`src/design/nco_pkg.sv`:
```
// shared constants of the oscillator and its controlling end
package nco_pkg;
  // ==========================================================
  // reference configuration
  localparam int ACC_W = 32;      // accumulator precision
  localparam int ANG_W = 17;      // angular bits kept for lookup
  localparam int MAG_W = 18;      // magnitude precision
  localparam int FM_W = 32;       // frequency modulation width
  localparam int PM_W = 32;       // phase modulation precision
  localparam int CHANNELS = 4;    // time-shared channels
  localparam int HOP_DEPTH = 16;  // hopping increment registers
  localparam int DITHER_LVL = 3;  // dither level
  // ==========================================================
  // latency figures in clock-enabled cycles
  localparam int BASE_LAT = 3;    // input, phase, lookup stages
  localparam int DITHER_LAT = 2;  // extra stages with dither on
  // ==========================================================
  // controller register byte offsets
  localparam logic [7:0] REG_CTRL = 8'h00;   // bit0 enable
  localparam logic [7:0] REG_FM = 8'h08;     // modulation word
  localparam logic [7:0] REG_PM = 8'h0c;     // phase offset word
  localparam logic [7:0] REG_HOP = 8'h10;    // write: bank load
  localparam logic [7:0] REG_FSEL = 8'h14;   // bank select
  localparam logic [7:0] REG_SIN = 8'h18;    // last sine
  localparam logic [7:0] REG_COS = 8'h1c;    // last cosine
  localparam logic [7:0] REG_STAT = 8'h20;   // count, channel
  localparam logic [7:0] REG_INC0 = 8'h40;   // channel increments
  localparam int CTRL_EN_BIT = 0;
  localparam int STAT_CH_LSB = 16;
  localparam logic [31:0] CTRL_RESET = 32'h0000_0000;
endpackage

```
`src/design/nco_link_if.sv`:
```
// link between the oscillator and the logic that feeds it
`timescale 1ns/10ps
`default_nettype none
interface nco_link_if #(
  parameter int A = 32,
  parameter int F = 32,
  parameter int P = 32,
  parameter int M = 18,
  parameter int HOP_AW = 4,
  parameter int CH_W = 2
);
  logic clken;
  logic [A-1:0] phi_inc;
  logic [F-1:0] freq_mod;
  logic [P-1:0] phase_mod;
  logic [HOP_AW-1:0] hop_addr;
  logic hop_wr;
  logic [HOP_AW-1:0] freq_sel;
  logic [M-1:0] sin_out;
  logic [M-1:0] cos_out;
  logic out_valid;
  logic [CH_W-1:0] out_chan;

  modport osc (
    input clken, phi_inc, freq_mod, phase_mod, hop_addr, hop_wr, freq_sel,
    output sin_out, cos_out, out_valid, out_chan
  );
  modport feed (
    output clken, phi_inc, freq_mod, phase_mod, hop_addr, hop_wr, freq_sel,
    input sin_out, cos_out, out_valid, out_chan
  );
endinterface
`default_nettype wire

```
`src/design/nco_osc.sv`:
```
// numerically controlled oscillator end of the link
//
// Local design decisions: the strobed register port and the register addresses.
`timescale 1ns/10ps
`default_nettype none
module nco_osc #(
  parameter int A = nco_pkg::ACC_W,
  parameter int ANG = nco_pkg::ANG_W,
  parameter int M = nco_pkg::MAG_W,
  parameter int F = nco_pkg::FM_W,
  parameter int P = nco_pkg::PM_W,
  parameter int CH = nco_pkg::CHANNELS,
  parameter int DEPTH = nco_pkg::HOP_DEPTH,
  parameter int DITHER = nco_pkg::DITHER_LVL,
  parameter bit HOP_EN = 1'b1,
  parameter bit FM_EN = 1'b1,
  parameter bit PM_EN = 1'b1,
  parameter bit DUAL = 1'b1
) (
  // clock and reset
  input wire logic clk,
  input wire logic rst_n,
  // link
  nco_link_if.osc lnk
);
  localparam int HAW = $clog2(DEPTH);
  localparam int CHW = (CH > 1) ? $clog2(CH) : 1;
  localparam int LAT = nco_pkg::BASE_LAT + ((DITHER > 0) ? nco_pkg::DITHER_LAT : 0);
  localparam int LCW = $clog2(LAT + 1);
  localparam int XW = ANG - 1;

  logic [A-1:0] bank_q [DEPTH];
  logic [A-1:0] inc_q;
  logic [F-1:0] fm_q;
  logic [P-1:0] pm_q;
  logic [CHW-1:0] ch_q;
  logic [CHW-1:0] ch1_q;
  logic [A-1:0] acc_q [CH];
  logic [A-1:0] ph_q;
  logic [CHW-1:0] ch2_q;
  logic [ANG-1:0] ang;
  logic [CHW-1:0] ang_ch;
  logic [M-1:0] sin_q;
  logic [M-1:0] cos_q;
  logic [CHW-1:0] och_q;
  logic [LCW-1:0] fill_q;
  logic valid_q;

  // ==========================================================
  // sine from a parabolic half-wave shape, sign from the top bit
  function automatic logic [M-1:0] shape(input logic [ANG-1:0] t);
    logic [XW-1:0] x;
    logic [XW-1:0] xn;
    logic [2*XW-1:0] y;
    logic [M-1:0] mag;
    x = t[XW-1:0];
    // complement kept at XW bits so the product stays x * (1 - x)
    xn = ~x;
    y = x * xn;
    mag = {1'b0, y[2*XW-3 -: M-1]};
    shape = t[ANG-1] ? (~mag + 1'b1) : mag;
  endfunction

  // ==========================================================
  // hopping bank, written regardless of clock enable
  always_ff @(posedge clk or negedge rst_n) begin
    if (!rst_n) begin
      for (int i = 0; i < DEPTH; i++) begin
        bank_q[i] <= '0;
      end
    end else if (HOP_EN && lnk.hop_wr) begin
      bank_q[lnk.hop_addr] <= lnk.phi_inc;
    end
  end

  // ==========================================================
  // input stage: increment, modulation words, channel slot
  always_ff @(posedge clk or negedge rst_n) begin
    if (!rst_n) begin
      inc_q <= '0;
      fm_q <= '0;
      pm_q <= '0;
      ch_q <= '0;
      ch1_q <= '0;
    end else if (lnk.clken) begin
      inc_q <= HOP_EN ? bank_q[lnk.freq_sel] : lnk.phi_inc;
      fm_q <= FM_EN ? lnk.freq_mod : '0;
      pm_q <= PM_EN ? lnk.phase_mod : '0;
      ch1_q <= ch_q;
      // slot counter starts at channel zero after reset
      ch_q <= (ch_q == CHW'(CH - 1)) ? '0 : ch_q + 1'b1;
    end
  end

  // ==========================================================
  // per-channel accumulators and phase offset stage
  always_ff @(posedge clk or negedge rst_n) begin
    if (!rst_n) begin
      for (int i = 0; i < CH; i++) begin
        acc_q[i] <= '0;
      end
      ph_q <= '0;
      ch2_q <= '0;
    end else if (lnk.clken) begin
      acc_q[ch1_q] <= acc_q[ch1_q] + inc_q + A'(fm_q);
      ph_q <= acc_q[ch1_q] + (A'(pm_q) << (A - P));
      ch2_q <= ch1_q;
    end
  end

  // ==========================================================
  // optional dither: two extra stages
  generate
    if (DITHER > 0) begin : g_dither
      logic [15:0] lfsr_q;
      logic [A-1:0] d1_q;
      logic [ANG-1:0] d2_q;
      logic [CHW-1:0] dc1_q;
      logic [CHW-1:0] dc2_q;
      // pseudo-random noise below the kept angular bits
      always_ff @(posedge clk or negedge rst_n) begin
        if (!rst_n) begin
          lfsr_q <= 16'h0001;
          d1_q <= '0;
          d2_q <= '0;
          dc1_q <= '0;
          dc2_q <= '0;
        end else if (lnk.clken) begin
          lfsr_q <= {lfsr_q[14:0], lfsr_q[15] ^ lfsr_q[14] ^ lfsr_q[12] ^ lfsr_q[3]};
          d1_q <= ph_q + (A'(lfsr_q[DITHER-1:0]) << (A - ANG - DITHER));
          d2_q <= d1_q[A-1 -: ANG];
          dc1_q <= ch2_q;
          dc2_q <= dc1_q;
        end
      end
      assign ang = d2_q;
      assign ang_ch = dc2_q;
    end else begin : g_plain
      assign ang = ph_q[A-1 -: ANG];
      assign ang_ch = ch2_q;
    end
  endgenerate

  // ==========================================================
  // lookup stage
  always_ff @(posedge clk or negedge rst_n) begin
    if (!rst_n) begin
      sin_q <= '0;
      cos_q <= '0;
      och_q <= '0;
    end else if (lnk.clken) begin
      sin_q <= shape(ang);
      cos_q <= DUAL ? shape(ang + ANG'(1 << (ANG - 2))) : '0;
      och_q <= ang_ch;
    end
  end

  // ==========================================================
  // valid once the pipeline holds a real sample
  always_ff @(posedge clk or negedge rst_n) begin
    if (!rst_n) begin
      fill_q <= '0;
      valid_q <= 1'b0;
    end else if (lnk.clken) begin
      if (fill_q != LCW'(LAT)) begin
        fill_q <= fill_q + 1'b1;
      end
      valid_q <= (fill_q >= LCW'(LAT - 1));
    end
  end

  assign lnk.sin_out = sin_q;
  assign lnk.cos_out = cos_q;
  assign lnk.out_valid = valid_q;
  assign lnk.out_chan = och_q;
endmodule
`default_nettype wire

```
`src/flat_wrapper.sv`:
```
// flat-port wrapper written by rule: the top's interface ports become plain ports
module nco_osc_flat 
#(
  parameter int A = nco_pkg::ACC_W,
  parameter int ANG = nco_pkg::ANG_W,
  parameter int M = nco_pkg::MAG_W,
  parameter int F = nco_pkg::FM_W,
  parameter int P = nco_pkg::PM_W,
  parameter int CH = nco_pkg::CHANNELS,
  parameter int DEPTH = nco_pkg::HOP_DEPTH,
  parameter int DITHER = nco_pkg::DITHER_LVL,
  parameter bit HOP_EN = 1'b1,
  parameter bit FM_EN = 1'b1,
  parameter bit PM_EN = 1'b1,
  parameter bit DUAL = 1'b1
)
  (clk, rst_n, lnk_clken, lnk_phi_inc, lnk_freq_mod, lnk_phase_mod, lnk_hop_addr, lnk_hop_wr, lnk_freq_sel, lnk_sin_out, lnk_cos_out, lnk_out_valid, lnk_out_chan);
  nco_link_if #(.A(A), .F(F), .P(P), .M(M)) lnk_i ();
  input wire logic clk;
  input wire logic rst_n;
  input wire logic [$bits(lnk_i.clken)-1:0] lnk_clken;
  input wire logic [$bits(lnk_i.phi_inc)-1:0] lnk_phi_inc;
  input wire logic [$bits(lnk_i.freq_mod)-1:0] lnk_freq_mod;
  input wire logic [$bits(lnk_i.phase_mod)-1:0] lnk_phase_mod;
  input wire logic [$bits(lnk_i.hop_addr)-1:0] lnk_hop_addr;
  input wire logic [$bits(lnk_i.hop_wr)-1:0] lnk_hop_wr;
  input wire logic [$bits(lnk_i.freq_sel)-1:0] lnk_freq_sel;
  output wire logic [$bits(lnk_i.sin_out)-1:0] lnk_sin_out;
  output wire logic [$bits(lnk_i.cos_out)-1:0] lnk_cos_out;
  output wire logic [$bits(lnk_i.out_valid)-1:0] lnk_out_valid;
  output wire logic [$bits(lnk_i.out_chan)-1:0] lnk_out_chan;
  assign lnk_i.clken = lnk_clken;
  assign lnk_i.phi_inc = lnk_phi_inc;
  assign lnk_i.freq_mod = lnk_freq_mod;
  assign lnk_i.phase_mod = lnk_phase_mod;
  assign lnk_i.hop_addr = lnk_hop_addr;
  assign lnk_i.hop_wr = lnk_hop_wr;
  assign lnk_i.freq_sel = lnk_freq_sel;
  assign lnk_sin_out = lnk_i.sin_out;
  assign lnk_cos_out = lnk_i.cos_out;
  assign lnk_out_valid = lnk_i.out_valid;
  assign lnk_out_chan = lnk_i.out_chan;
  nco_osc #(.A(A), .ANG(ANG), .M(M), .F(F), .P(P), .CH(CH), .DEPTH(DEPTH), .DITHER(DITHER), .HOP_EN(HOP_EN), .FM_EN(FM_EN), .PM_EN(PM_EN), .DUAL(DUAL)) u_core (.clk(clk), .rst_n(rst_n), .lnk(lnk_i));
endmodule
```
`config.mk`:
```
export PLATFORM = sky130hd
export DESIGN_NAME = nco_osc_flat
export DESIGN_NICKNAME = d
export VERILOG_FILES = /design/src/design/nco_pkg.sv /design/src/design/nco_link_if.sv /design/src/design/nco_osc.sv /design/src/flat_wrapper.sv
export SDC_FILE = /design/constraint.sdc
export NUM_CORES = 2
export LEC_CHECK = 0
export BUFFER_PORTS_ARGS = -buffer_cell sky130_fd_sc_hd__buf_4
export CAP_MARGIN = 20
export CORE_AREA = 4 4 395 397
export CTS_CLUSTER_SIZE = 20
export DETAILED_ROUTE_END_ITERATION = 12
export DIE_AREA = 0 0 399 401
export GPL_TIMING_DRIVEN = 1
export SKIP_LAST_GASP = 1
export SLEW_MARGIN = 20
export SYNTH_ARGS = -nofsm -noshare
export SYNTH_HDL_FRONTEND = slang
export SYNTH_SLANG_ARGS = --single-unit
```
`constraint.sdc`:
```
create_clock -name clk -period 9.6 [get_ports clk]
set_input_delay 0.96 -clock clk [delete_from_list [all_inputs] [get_ports clk]]
set_output_delay 0.96 -clock clk [all_outputs]
set_load 0.01 [all_outputs]
```
==> impl_metrics.csv <==
group,metric,value,unit
yosys,synth_cells,4188,
finish,drive_gt1_frac,0.2919,
cts,clock_latency,0.72,ns
cts,ctsResizeCount,0,
finish,fillers,14543,
yosys,ys.warnings.count,0,
cts,ctsHoldBuffers,0,
yosys,seq_area_frac_synth,0.4162,
finish,final_common_cell,"dfrtp_1",
setup_path,worstPathArrival,8.86,ns
drt,drt-initial-drc-count,1401,
grt,grt_pass1_vias,33896,
setup_path,cp-start-kind,"flop",
grt,grt_first_pass_wirelength,203.0,mm
outcome,status,"complete, no violations",
drt,vias,31902,
drt,drt_pass1_iterations,5,
sta,finalSetupViolCount,0,
floorplanning,coreArea,151900,um2
finish,nets,4857,
sta,post-route-period-util,0.8653,
yosys,syn_area,51530,um2
yosys,synth-edff-count,0,
yosys,yosys.area.top_type,"dfrtp_1",
cts,clk_pin_slew,0.06,ns
sta,rsz0062_at_grt,"false",
setup_path,crit_fanout,19,
finish,seq_area,21450,um2
placed_design,placed_area,54740,um2
setup_path,cp.required,10.15,ns
placed_design,place_hpwl,88.07,mm
sta,fmax,120.4,MHz
setup_path,worstSetupPathType,"flop to flop",
grt,grt_remaining_overflow,0,
floorplanning,die-area,160000,um2
setup_path,end_kind,"flop",
drt,viasPerCell,5.029,
run,max_cap_viol_count,0,
yosys,synth_area_leaders,"dfrtp_1 42%, mux2_2 14%, fa_1 11%, mux4_2 8.4%, ha_1 5.7%",
drt,drc,0,
grt,track_usage,0.1628,
floorplanning,die_y,401,um
sta,report.final.slew_viol_count,0,
sta,relSlewSlack,0.3119,
placed_design,placed_cells,6165,
yosys,synth_top_area_frac,0.4157,
finish,multi_input_comb_area,27900,um2
setup_path,critical-path-top-delay-family,"adder cells",
finish,most-common-layout-cells,"854 x dfrtp_1, 660 x mux2_2, 355 x inv_1, 321 x nand2_1, 282 x fa_1",
yosys,synth_ff_type,"dfrtp_1",
finish,final_cell_count_no_fill,6344,
setup_path,critical_path.cell_chain,"clkinv_1 -> nor2_1 -> fa_1 -> inv_1 -> fa_1 -> fa_1 -> inv_1 -> fa_1 -> fa_1 -> inv_1 -> fa_1 -> inv_1 -> ha_1 -> a2111oi_0 -> o21ai_0 -> o21ai_0 -> a211oi_1 -> a21oi_1 -> nand4_1 -> nor4_1 -> a41oi_1 -> xnor2_1 -> mux2_2",
placed_design,place_ws,1.418,ns
drt,drt_wl_total,128.9,mm
placed_design,gp_congestion,0.8877,
floorplanning,die_width,399,um
placed_design,port-buffer-count,146,
grt,antenna_found_initial,11,
setup_path,reg2reg_slack,1.29,ns
finish,area_growth,12.75,%
drt,ant_nets,0,
setup_path,cp_slowest_stage_delay,0.75,ns
min_path,hp-class,"input pin to asynchronous set/reset pin",
yosys,synth_nets,4811,
cts,cts_root_buf,"clkbuf_16",
setup_path,slowest_stage,"clkinv_1",
yosys,ys_seq_elements,857,
sta,min_period,8.307,ns
setup_path,cp_common_cell,"fa_1",
finish,stdcell_area,58100,um2
floorplanning,rows,143,
sta,layout_setup_ws,1.293,ns
cts,htreeDepth,3,
floorplanning,num_io_pins,147,
cts,cts.path.max_buffers,3,
yosys,synth_cell_types,82,
sta,worst_pin_slew,1.032,ns
sta,hold_viol,0,
cts,clock-sinks,857,
cts,cts_tree,"done",
sta,skew,0.06894,ns
cts,cts_made_buffers,97,
yosys,synth_area_per_cell,12.30,um2
sta,timing.setup.tns,0,ns
setup_path,cp_num_buf_inv,5,
yosys,async_flop_share,1.000,
grt,grt_max_degree,183,
floorplanning,initial_core_util,0.3392,
drt,routedWlPerCell,20.31,um
cts,postCtsSetupRepairBufs,0,
-- cells by family (layout without fill, tap and decap cells) --
family	count (synthesis)	in the layout	share of synthesized area
other	0	4	0
XOR/XNOR	128	128	0.02176
AND/OR/NAND/NOR	745	745	0.06566
flip-flops	857	857	0.4162
multiplexers	863	863	0.2304
buffers and inverters	606	728	0.04443
AO/OA/AOI/OAI	474	474	0.05543
adder cells (fa/ha/maj)	515	515	0.1661
-- metrics by stage --
step | hold slack (ns) | utilization
2_1_floorplan | 0.4432 | -
3_3_place_gp | 0.4567 | 0.3603
3_5_place_dp | 0.4624 | 0.3603
4_1_cts | 0.2319 | 0.3823
5_1_grt | 0.2772 | 0.3824
6_report | 0.2600 | 0.3825
-- worst paths after layout --
path                             startpoint                endpoint  cells after the start
max                           u_core.ang[3]  u_core.lnk.cos_out[16]                     23
min                                   rst_n       u_core.bank_q[91]                      1
max reg2reg                   u_core.ang[3]  u_core.lnk.cos_out[16]                     23
min reg2reg                u_core.acc_q[51]        u_core.acc_q[51]                      2
max in group asynchronous             rst_n         u_core.ch1_q[0]                      3
min in group clk           u_core.acc_q[51]        u_core.acc_q[51]                      2
-- worst register-to-register path: stages (launching register included) --
cell       delay (ns)
dfrtp_1          0.72
clkinv_1         0.75
nor2_1           0.38
fa_1             0.45
inv_1            0.09
fa_1             0.42
fa_1             0.54
inv_1            0.06
fa_1             0.54
fa_1             0.56
inv_1            0.05
fa_1             0.50
inv_1            0.04
ha_1             0.28
a2111oi_0        0.38
o21ai_0          0.18
o21ai_0          0.28
a211oi_1         0.13
a21oi_1          0.43
nand4_1          0.23
nor4_1           0.55
a41oi_1          0.20
xnor2_1          0.16
mux2_2           0.26
-- layer usage --
| layer | vias up | GRT usage | wire [um] |
|---|---|---|---|
| li1 | 14549 | - | - |
| met1 | 16576 | 0.2196 | 56850 |
| met2 | 608 | 0.2738 | 63500 |
| met3 | 165 | 0.02485 | 5408 |
| met4 | 4 | 0.04322 | 3061 |
| met5 | - | 0 | 26 |
-- final cells by class --
cell class | instances | area share
antenna | 4 | 0.0001723
tap | 2030 | 0.04372
timing repair buffer | 192 | 0.02589
clock buffer | 133 | 0.04720
clock inverter | 42 | 0.01034
multi-input combinational | 2725 | 0.4802
inverter | 361 | 0.02332
sequential | 857 | 0.3692
-- synth_stat cells, types with 11 or more instances --
cell type	count
or2_2	14
nor2b_1	35
and2_1	24
o31ai_1	13
nand3_1	28
nand2_1	323
ha_1	233
buf_1	45
a21oi_1	133
nor3_1	17
o21ai_1	19
inv_1	355
clkbuf_1	195
nand4_1	14
mux4_2	192
xor2_1	44
a21o_1	30
dfrtp_1	856
xnor2_1	84
mux2_2	660
nor2_1	195
o211ai_1	11
fa_1	282
nand2b_1	45
a31oi_1	15
o21ai_0	172
-- registers in the layout (all words and copies together), names as in the netlist, 3 cells and up --
register / count
u_core.ang: 17
u_core.lnk.cos_out: 18
u_core.g_dither.d1_q: 17
u_core.ph_q: 20
u_core.lnk.sin_out: 17
u_core.bank_q: 512
u_core.acc_q: 128
u_core.fill_q: 3
u_core.inc_q: 32
u_core.g_dither.lfsr_q: 16
u_core.pm_q: 32
u_core.fm_q: 32
Power is left out: the tool's default activity adds up to more than one toggle a clock period on the data nets, which glitch-free logic cannot reach.
